[src/inc/pia_pkg.sv]
// Shared constants and types for the prioritised interrupt acceptance block
package pia_pkg;

  ////////////////////////////////////////////////////////////////////////////
  // Source layout: three serial channels of four sources each
  localparam int PIA_NSRC     = 12;
  localparam int PIA_GRP_SIZE = 4;
  localparam int PIA_NGRP     = 3;
  localparam int PIA_IDX_W    = 4;

  ////////////////////////////////////////////////////////////////////////////
  // Vector numbers and table offsets
  localparam logic [7:0]  PIA_SER_VEC_FIRST = 8'h98;    // Vector 152
  localparam logic [7:0]  PIA_SER_VEC_LAST  = 8'hA3;    // Vector 163
  localparam logic [7:0]  PIA_RSV_VEC_FIRST = 8'hA4;    // Vector 164
  localparam logic [7:0]  PIA_RSV_VEC_LAST  = 8'hFF;    // Vector 255
  localparam logic [15:0] PIA_SER_OFF_FIRST = 16'h0260;
  localparam logic [15:0] PIA_RSV_OFF_LAST  = 16'h03FC;
  localparam logic [5:0]  PIA_OFF_PAD       = 6'h00;
  localparam logic [1:0]  PIA_OFF_SHIFT     = 2'h0;

  // Vectors of the non-maskable and sleep requests; values are arbitrary
  localparam logic [7:0]  PIA_NMI_VEC_DEF   = 8'h07;
  localparam logic [7:0]  PIA_SLEEP_VEC_DEF = 8'h08;

  ////////////////////////////////////////////////////////////////////////////
  // Levels
  localparam logic [2:0]  PIA_LEVEL_MAX     = 3'h7;
  localparam logic [2:0]  PIA_LEVEL_NONE    = 3'h0;

  ////////////////////////////////////////////////////////////////////////////
  // Types
  typedef enum logic [1:0] {
    PIA_MODE0 = 2'b00,
    PIA_MODE2 = 2'b10
  } pia_mode_t;

  typedef enum logic [1:0] {
    PIA_KIND_NONE  = 2'b00,
    PIA_KIND_NMI   = 2'b01,
    PIA_KIND_SLEEP = 2'b10,
    PIA_KIND_SRC   = 2'b11
  } pia_kind_t;

  typedef struct packed {
    logic                 valid;
    logic [7:0]           vec;
    logic [15:0]          offset;
    logic [2:0]           level;
    logic                 nonmask;
  } pia_req_t;

  typedef struct packed {
    pia_mode_t            mode;
    pia_req_t             req;
    pia_kind_t            kind;
    logic [PIA_IDX_W-1:0] idx;
  } pia_state_t;

  ////////////////////////////////////////////////////////////////////////////
  // Table offset is four bytes per vector
  function automatic logic [15:0] pia_vec_offset(input logic [7:0] vec);
    return {PIA_OFF_PAD, vec, PIA_OFF_SHIFT};
  endfunction

  // Vector of a serial source by its index
  function automatic logic [7:0] pia_src_vec(input logic [PIA_IDX_W-1:0] i);
    return PIA_SER_VEC_FIRST + {4'h0, i};
  endfunction

endpackage

[src/core/pia_prio_pick.sv]
// Priority pick among pending maskable sources
`timescale 1ns/1ps
module pia_prio_pick #(
  parameter int NSRC  = pia_pkg::PIA_NSRC,
  parameter int NGRP  = pia_pkg::PIA_NGRP,
  parameter int GSIZE = pia_pkg::PIA_GRP_SIZE
) (
  // Pending sources and per-group levels
  input  wire logic [NSRC-1:0]                pending,
  input  wire logic [NGRP-1:0][2:0]           grp_level,
  input  wire logic                           use_levels,
  // Winner
  output logic                                found,
  output logic [pia_pkg::PIA_IDX_W-1:0]       idx,
  output logic [2:0]                          level
);

  logic [2:0] lv;

  ////////////////////////////////////////////////////////////////////////////
  // Scan from the earliest source; only a strictly higher level displaces,
  // so equal levels fall back to the default ordering
  always_comb begin
    found = 1'b0;
    idx   = '0;
    level = pia_pkg::PIA_LEVEL_NONE;
    lv    = pia_pkg::PIA_LEVEL_NONE;
    for (int i = 0; i < NSRC; i++) begin
      lv = use_levels ? grp_level[i / GSIZE] : pia_pkg::PIA_LEVEL_NONE;
      if (pending[i] && (!found || lv > level)) begin
        found = 1'b1;
        idx   = pia_pkg::PIA_IDX_W'(i);
        level = lv;
      end
    end
  end

endmodule

[src/core/pia_ctrl.sv]
// Prioritised interrupt acceptance controller, top level
//
// Overview of operation
// - Two control modes exist, 0 and 2, with different acceptance.
// - Mode comes from a software-written mode selection setting.
// - Mode 0 uses fixed default ordering; priority fields are ignored.
// - Mode 2 gives each maskable source one of eight levels from its field.
// - A source requests only while its enable bit is 1.
// - Mode 0: global mask 1 holds maskable requests; 0 lets them through.
// - Mode 0: only the highest-priority active request goes to the CPU.
// - Mode 2: highest level wins; ties go to default ordering.
// - Mode 2: winner accepted only if its level exceeds the mask level.
// - Non-maskable and sleep requests skip the mask check in both modes.
// - Controller supplies the vector; CPU fetches and jumps to handler.
// - Serial sources occupy vectors 152 to 163, offsets from 0x0260.
// - Vectors 164 to 255 are reserved; last offset is 0x03FC.
`timescale 1ns/1ps
module pia_ctrl #(
  parameter int         NSRC      = pia_pkg::PIA_NSRC,
  parameter int         NGRP      = pia_pkg::PIA_NGRP,
  parameter int         GSIZE     = pia_pkg::PIA_GRP_SIZE,
  parameter logic [7:0] NMI_VEC   = pia_pkg::PIA_NMI_VEC_DEF,
  parameter logic [7:0] SLEEP_VEC = pia_pkg::PIA_SLEEP_VEC_DEF
) (
  // Clock and reset
  input  wire logic                       clk,
  input  wire logic                       rstn,
  // Mode selection setting
  input  wire logic                       mode_wr,
  input  wire logic [1:0]                 mode_wr_data,
  output pia_pkg::pia_mode_t              mode_now,
  // Priority fields, one per serial channel of four sources
  input  wire logic [NGRP-1:0][2:0]       source_priority_field,
  // Sources
  input  wire logic [NSRC-1:0]            src_req,
  input  wire logic [NSRC-1:0]            src_enable,
  input  wire logic                       nmi_req,
  input  wire logic                       sleep_req,
  output logic [NSRC-1:0]                 src_pending,
  // Acceptance strobes back to the sources
  output logic [NSRC-1:0]                 ack_src,
  output logic                            ack_nmi,
  output logic                            ack_sleep,
  // CPU side
  input  wire logic                       cpu_global_mask,
  input  wire logic [2:0]                 mask_level_field,
  input  wire logic                       cpu_ack,
  output logic                            irq_req,
  output logic [7:0]                      irq_vector,
  output logic [15:0]                     irq_offset,
  output logic [2:0]                      irq_level,
  output logic                            irq_nonmask
);

  pia_pkg::pia_state_t                 st;
  pia_pkg::pia_state_t                 next_st;
  logic [NSRC-1:0]                     in_table;
  logic                                found;
  logic [pia_pkg::PIA_IDX_W-1:0]       win_idx;
  logic [2:0]                          win_level;
  logic                                use_levels;
  logic                                maskable_ok;
  logic                                taken;

  ////////////////////////////////////////////////////////////////////////////
  // Only sources whose vector lands below the reserved range can be mapped
  always_comb begin
    for (int i = 0; i < NSRC; i++) begin
      in_table[i] = pia_pkg::pia_src_vec(pia_pkg::PIA_IDX_W'(i))
                    <= pia_pkg::PIA_SER_VEC_LAST;
    end
  end

  // Pending is the live request gated by its enable; it is never latched
  // here, so only the source itself or its enable bit can withdraw it
  assign src_pending = src_req & src_enable & in_table;

  assign use_levels = (st.mode == pia_pkg::PIA_MODE2);

  pia_prio_pick #(
    .NSRC  (NSRC),
    .NGRP  (NGRP),
    .GSIZE (GSIZE)
  ) u_pick (
    .pending    (src_pending),
    .grp_level  (source_priority_field),
    .use_levels (use_levels),
    .found      (found),
    .idx        (win_idx),
    .level      (win_level)
  );

  ////////////////////////////////////////////////////////////////////////////
  // Mask check applies to the chosen request only
  always_comb begin
    if (st.mode == pia_pkg::PIA_MODE0) begin
      maskable_ok = !cpu_global_mask;
    end else begin
      maskable_ok = win_level > mask_level_field;
    end
  end

  // The CPU takes the presented request when it is ready to handle it
  assign taken = cpu_ack && st.req.valid;

  ////////////////////////////////////////////////////////////////////////////
  // Next state
  always_comb begin
    next_st = st;
    // Other codes are not a mode and are ignored
    if (mode_wr && (mode_wr_data == pia_pkg::PIA_MODE0 ||
                    mode_wr_data == pia_pkg::PIA_MODE2)) begin
      next_st.mode = pia_pkg::pia_mode_t'(mode_wr_data);
    end
    next_st.req.valid   = 1'b0;
    next_st.req.vec     = st.req.vec;
    next_st.req.offset  = st.req.offset;
    next_st.req.level   = st.req.level;
    next_st.req.nonmask = 1'b0;
    next_st.kind        = pia_pkg::PIA_KIND_NONE;
    // One idle cycle after acceptance lets the source withdraw first
    if (taken) begin
      next_st.req.valid = 1'b0;
    end else if (nmi_req) begin
      next_st.req.valid   = 1'b1;
      next_st.req.vec     = NMI_VEC;
      next_st.req.offset  = pia_pkg::pia_vec_offset(NMI_VEC);
      next_st.req.level   = pia_pkg::PIA_LEVEL_MAX;
      next_st.req.nonmask = 1'b1;
      next_st.kind        = pia_pkg::PIA_KIND_NMI;
    end else if (sleep_req) begin
      next_st.req.valid   = 1'b1;
      next_st.req.vec     = SLEEP_VEC;
      next_st.req.offset  = pia_pkg::pia_vec_offset(SLEEP_VEC);
      next_st.req.level   = pia_pkg::PIA_LEVEL_MAX;
      next_st.req.nonmask = 1'b1;
      next_st.kind        = pia_pkg::PIA_KIND_SLEEP;
    end else if (found && maskable_ok) begin
      next_st.req.valid   = 1'b1;
      next_st.req.vec     = pia_pkg::pia_src_vec(win_idx);
      next_st.req.offset  =
        pia_pkg::pia_vec_offset(pia_pkg::pia_src_vec(win_idx));
      next_st.req.level   = win_level;
      next_st.kind        = pia_pkg::PIA_KIND_SRC;
      next_st.idx         = win_idx;
    end
  end

  ////////////////////////////////////////////////////////////////////////////
  // State register; mode 0 after reset
  always_ff @(posedge clk or negedge rstn) begin
    if (!rstn) begin
      st.mode        <= pia_pkg::PIA_MODE0;
      st.req.valid   <= 1'b0;
      st.req.vec     <= pia_pkg::PIA_SER_VEC_FIRST;
      st.req.offset  <= pia_pkg::PIA_SER_OFF_FIRST;
      st.req.level   <= pia_pkg::PIA_LEVEL_NONE;
      st.req.nonmask <= 1'b0;
      st.kind        <= pia_pkg::PIA_KIND_NONE;
      st.idx         <= '0;
    end else begin
      st <= next_st;
    end
  end

  ////////////////////////////////////////////////////////////////////////////
  // Acceptance strobes are combinational so the source clears in time
  always_comb begin
    ack_src = '0;
    if (taken && st.kind == pia_pkg::PIA_KIND_SRC) begin
      ack_src[st.idx] = 1'b1;
    end
  end
  assign ack_nmi   = taken && (st.kind == pia_pkg::PIA_KIND_NMI);
  assign ack_sleep = taken && (st.kind == pia_pkg::PIA_KIND_SLEEP);

  // Outputs to the CPU, all from flip-flops
  assign mode_now    = st.mode;
  assign irq_req     = st.req.valid;
  assign irq_vector  = st.req.vec;
  assign irq_offset  = st.req.offset;
  assign irq_level   = st.req.level;
  assign irq_nonmask = st.req.nonmask;

endmodule

[config.mk]
export PLATFORM = sky130hd
export DESIGN_NAME = pia_ctrl
export DESIGN_NICKNAME = d
export VERILOG_FILES = /design/src/inc/pia_pkg.sv /design/src/core/pia_prio_pick.sv /design/src/core/pia_ctrl.sv
export SDC_FILE = /design/constraint.sdc
export NUM_CORES = 1
export LEC_CHECK = 0
export BUFFER_PORTS_ARGS = -buffer_cell sky130_fd_sc_hd__buf_2
export CAP_MARGIN = 30
export CORE_MARGIN = 1
export CORE_UTILIZATION = 50
export DETAILED_ROUTE_END_ITERATION = 7
export GPL_TIMING_DRIVEN = 0
export PLACE_DENSITY = 0.86
export SLEW_MARGIN = 20
export SYNTH_ARGS = -nofsm -noshare
export SYNTH_HDL_FRONTEND = slang
export SYNTH_HIERARCHICAL = 1
export SYNTH_SLANG_ARGS = --single-unit
[constraint.sdc]
create_clock -name clk -period 16 [get_ports clk]
set_input_delay 0 -clock clk [delete_from_list [all_inputs] [get_ports clk]]
set_output_delay 0 -clock clk [all_outputs]
set_load 0.1 [all_outputs]
==> run summary <==
========================================================================================
Most common cell after layout, fill and taps aside ........................ sky130_fd_sc_hd__buf_2
Total negative slack ......................................................         0 ns
Setup Skew ................................................................   0.00933 ns
TritonCTS clock tree ......................................................         done
Signed area change from the synthesized netlist to the final layout .......        26.1%
Row cnt ...................................................................           25
Post-synthesis sequential area ratio ......................................        19.2%
Total Routed Length ....................................................... 6470 microns
Largest fanout on the critical path .......................................           10
Count of yosys warnings during synthesis ..................................            6
Critical path's largest stage delay .......................................      0.51 ns
DIE AREA .................................................................. 0.00554 sq mm
Most area-consuming cells after synthesis ................................. sky130_fd_sc_hd__dfrtp_1 16%, sky130_fd_sc_hd__ha_1 13%, sky130_fd_sc_hd__buf_4 8.6%
Flip-flop cell with the highest count after synthesis ..................... sky130_fd_sc_hd__dfrtp_1
Antenna violations before repair ..........................................            0
Result of the run ......................................................... complete, no violations
Highest-count cells in the layout ignoring fill and taps .................. 93 x sky130_fd_sc_hd__buf_2, 30 x sky130_fd_sc_hd__buf_4, 28 x sky130_fd_sc_hd__ha_1
Peak Freq .................................................................     71.4 MHz
Number of enable flip-flop cells after synthesis ..........................            0
Fraction of registers with async set or reset after synthesis .............         100%
Crit path launch type .....................................................    flip-flop
Ratio of cells with drive above 1 in the final layout .....................        36.8%
Wire length of the first global-routing pass .............................. 9960 microns
Endpoint type of the worst setup path .....................................    flip-flop
Slew Viols, Final .........................................................            0
Number of nets with antenna violations after detailed routing .............            0
Leakage power of the design ...............................................      1.71 nW
Portion of synthesized cell area occupied by the leading cell type ........        16.2%
Number of fill cells ......................................................          403
CP arrival ................................................................     14.15 ns
Net count of the finished layout ..........................................          492
Final period demand of the worst path .....................................     14.01 ns
Busiest metal layer after global routing ..................................         met2
WL/cell ................................................................... 13.3 microns
Pwr Density ...............................................................  124 mW/mm^2
Routability-driven placement congestion ratio .............................        0.901
Vertical extent of the die ................................................ 74.4 microns
Netlist area before placement ............................................. 0.00262 sq mm
Global-route usage over all layers ........................................        22.7%
Clock slew at the register clock pins of the worst setup and hold paths ...      0.08 ns
Final hold violations .....................................................            0
Detailed router's first-iteration violation count .........................          140
Residual overflow from global routing .....................................            0
Classification of the worst-slack hold path ...............................       in2reg
Path type of the worst setup path .........................................      reg2reg
Vias per inst .............................................................         5.44
Half-perimeter wire length after placement ................................ 5000 microns
Maximum ir drop on the vdd rail ...........................................      71.6 uV
Maximum root-to-sink buffer count .........................................            2
Post-Syn Instances ........................................................          310
CP most frequent cell ..................................................... sky130_fd_sc_hd__ha_1
Post-CTS setup buffers ....................................................            0
CTS H-tree depth ..........................................................            1
Slowest stage cell on the critical path ................................... sky130_fd_sc_hd__o21ai_1
Met1 track demand over resource in global routing .........................        27.0%
Cell type with the highest aggregate area in the netlist .................. sky130_fd_sc_hd__dfrtp_1
Core Box Area ............................................................. 0.00488 sq mm
Die X ..................................................................... 74.4 microns
Port bufs .................................................................           91
Initial core utilization ..................................................        53.7%
Share of the clock period used by the worst path after layout .............        87.6%
Boundary pin count ........................................................          102
Average instance area after synthesis .....................................   8.46 sq um
Number of synthesized register bits .......................................           20
Number of global-route vias before repair .................................        2,356
Number of violations of the max-capacitance limit .........................            0
Required time of the critical path ........................................     16.14 ns
GRT met3 Usage ............................................................        1.63%
Pin count of the biggest net entering global routing ......................           21
Cell variety after synth ..................................................           57
Actual transition at the worst max-transition pin .........................     0.618 ns
Relative slew margins .....................................................        58.5%
Number of search-and-repair iterations in the first detailed-routing pass .            4
Clock latency of the later-clocked register in the worst-skew pair ........      0.26 ns
RSZ-0062 raised after global routing ......................................        false
Number of antenna repair diodes ...........................................            0
Number of setup violations in the final report ............................            0
Num CTS Buffers ...........................................................            3
Total power ...............................................................     0.411 mW
CTS sink count ............................................................           20
GR met2 Demand/Resource ...................................................        41.9%
Master cell of the clock root buffer ...................................... sky130_fd_sc_hd__clkbuf_8
Via Count .................................................................        2,640
DRC violation count after routing .........................................            0
========================================================================================
[report_power, final]
part	switching (mW)	total [mW]	internal, mW
clock	0.0167	0.0501	0.0334
combinational	0.193	0.284	0.0903
sequential	0.0138	0.0772	0.0633
total	0.224	0.411	0.187
[flip-flops by register name, indices dropped and copies added (netlist names)]
register	cells
mode_now	2
irq_req	1
irq_vector	6
irq_offset	1
st	6
irq_nonmask	1
irq_level	3
[metrics by stage]
step                util [%]  hold WS, ns  cells  setup WS (ns)  instance area [sq um]
floorplan                  -       -0.296    319           3.57                   2660
global placement        65.5      -0.0378    477           2.68                   3200
detailed placement      65.5      -0.0324    477           2.26                   3200
CTS                     67.8       0.0725    485           2.17                   3310
global route            67.8        0.130    485           1.11                   3310
finish                  67.8       0.0706    485           1.99                   3310
[worst paths after layout]
kind,from,end,slack [ns],cells past startpoint
min in group asynchronous,rstn,irq_level[1]$_DFFE_PN0P_,0.23,2
max in group asynchronous,rstn,irq_vector[4]$_DFFE_PN1P_,15.43,2
max,mode_now[1]$_DFFE_PN0P_,st[2]$_DFFE_PN0P_,1.99,59
max reg2reg,mode_now[1]$_DFFE_PN0P_,st[2]$_DFFE_PN0P_,1.99,59
min reg2reg,irq_offset[9]$_DFFE_PN1P_,irq_offset[9]$_DFFE_PN1P_,0.48,2
min,mode_wr,mode_now[0]$_DFFE_PN0P_,0.07,3
[synthesized netlist by cell type, types with 3 or more instances]
library cell               number
sky130_fd_sc_hd__buf_4         30
sky130_fd_sc_hd__a21oi_1       10
sky130_fd_sc_hd__ha_1          28
sky130_fd_sc_hd__o21ai_0       12
sky130_fd_sc_hd__nor2_1        21
sky130_fd_sc_hd__and3_1         5
sky130_fd_sc_hd__mux2_2         4
sky130_fd_sc_hd__o311a_1        3
sky130_fd_sc_hd__mux2i_1       17
sky130_fd_sc_hd__nand2b_1      11
sky130_fd_sc_hd__dfstp_2        3
sky130_fd_sc_hd__nand2_1       15
sky130_fd_sc_hd__nor2b_1        8
sky130_fd_sc_hd__and2_1        18
sky130_fd_sc_hd__o21ai_1        9
sky130_fd_sc_hd__nand3_1        6
sky130_fd_sc_hd__a31oi_1        3
sky130_fd_sc_hd__nand3b_1       4
sky130_fd_sc_hd__nor3_1        10
sky130_fd_sc_hd__a32oi_1        6
sky130_fd_sc_hd__clkbuf_1       5
sky130_fd_sc_hd__mux2_4         6
sky130_fd_sc_hd__inv_1         18
sky130_fd_sc_hd__dfrtp_1       17
[logic make-up (layout without fill, tap and decap cells)]
family                   count (synthesis)  after routing  synth area share (%)
multiplexers                            28             28                  12.2
AND/OR/NAND/NOR                        112            112                  24.5
other                                    1             10                 0.143
flip-flops                              20             20                  19.2
AO/OA/AOI/OAI                           65             65                  18.2
buffers and inverters                   56            155                  12.4
adder cells (fa/ha/maj)                 28             28                  13.4
[per-layer routing]
layer  wire (microns)  part of all wire [%]
met1             2710                    42
met2             3260                    50
met3              310                   4.8
met4              187                   2.9
met5                0                     0
[critical path, delay by kind of cell (launching register included)]
kind                       cells  cell delay [ns]
AOI/OAI and AO/OA             24             4.89
adders and majority gates      9             2.48
buffers and inverters          3             0.52
DFF                            1             0.46
muxes                          9             2.63
and+or+nand+nor               14             2.90
[repair_timing]
| action | 4_1_cts | 5_1_grt |
|---|---|---|
| gates resized for setup | 0 | 0 |
| hold buffers | 4 | 0 |
| endpoints found under the hold margin | 20 | 0 |
[final cells by class]
cell class              count  area [sq um]  share of cell area [%]
multi-input cells         243          1830                    55.2
flip-flops and latches     20           504                    15.2
repair buffers             95           495                    15.0
plain buffers              37           254                    7.68
well taps                  67          83.8                    2.53
inverters                  19          71.3                    2.16
clock buffers               3          41.3                    1.25
clock inverters             1          30.0                   0.908
Note: power is estimated with default switching activity, not from simulation.
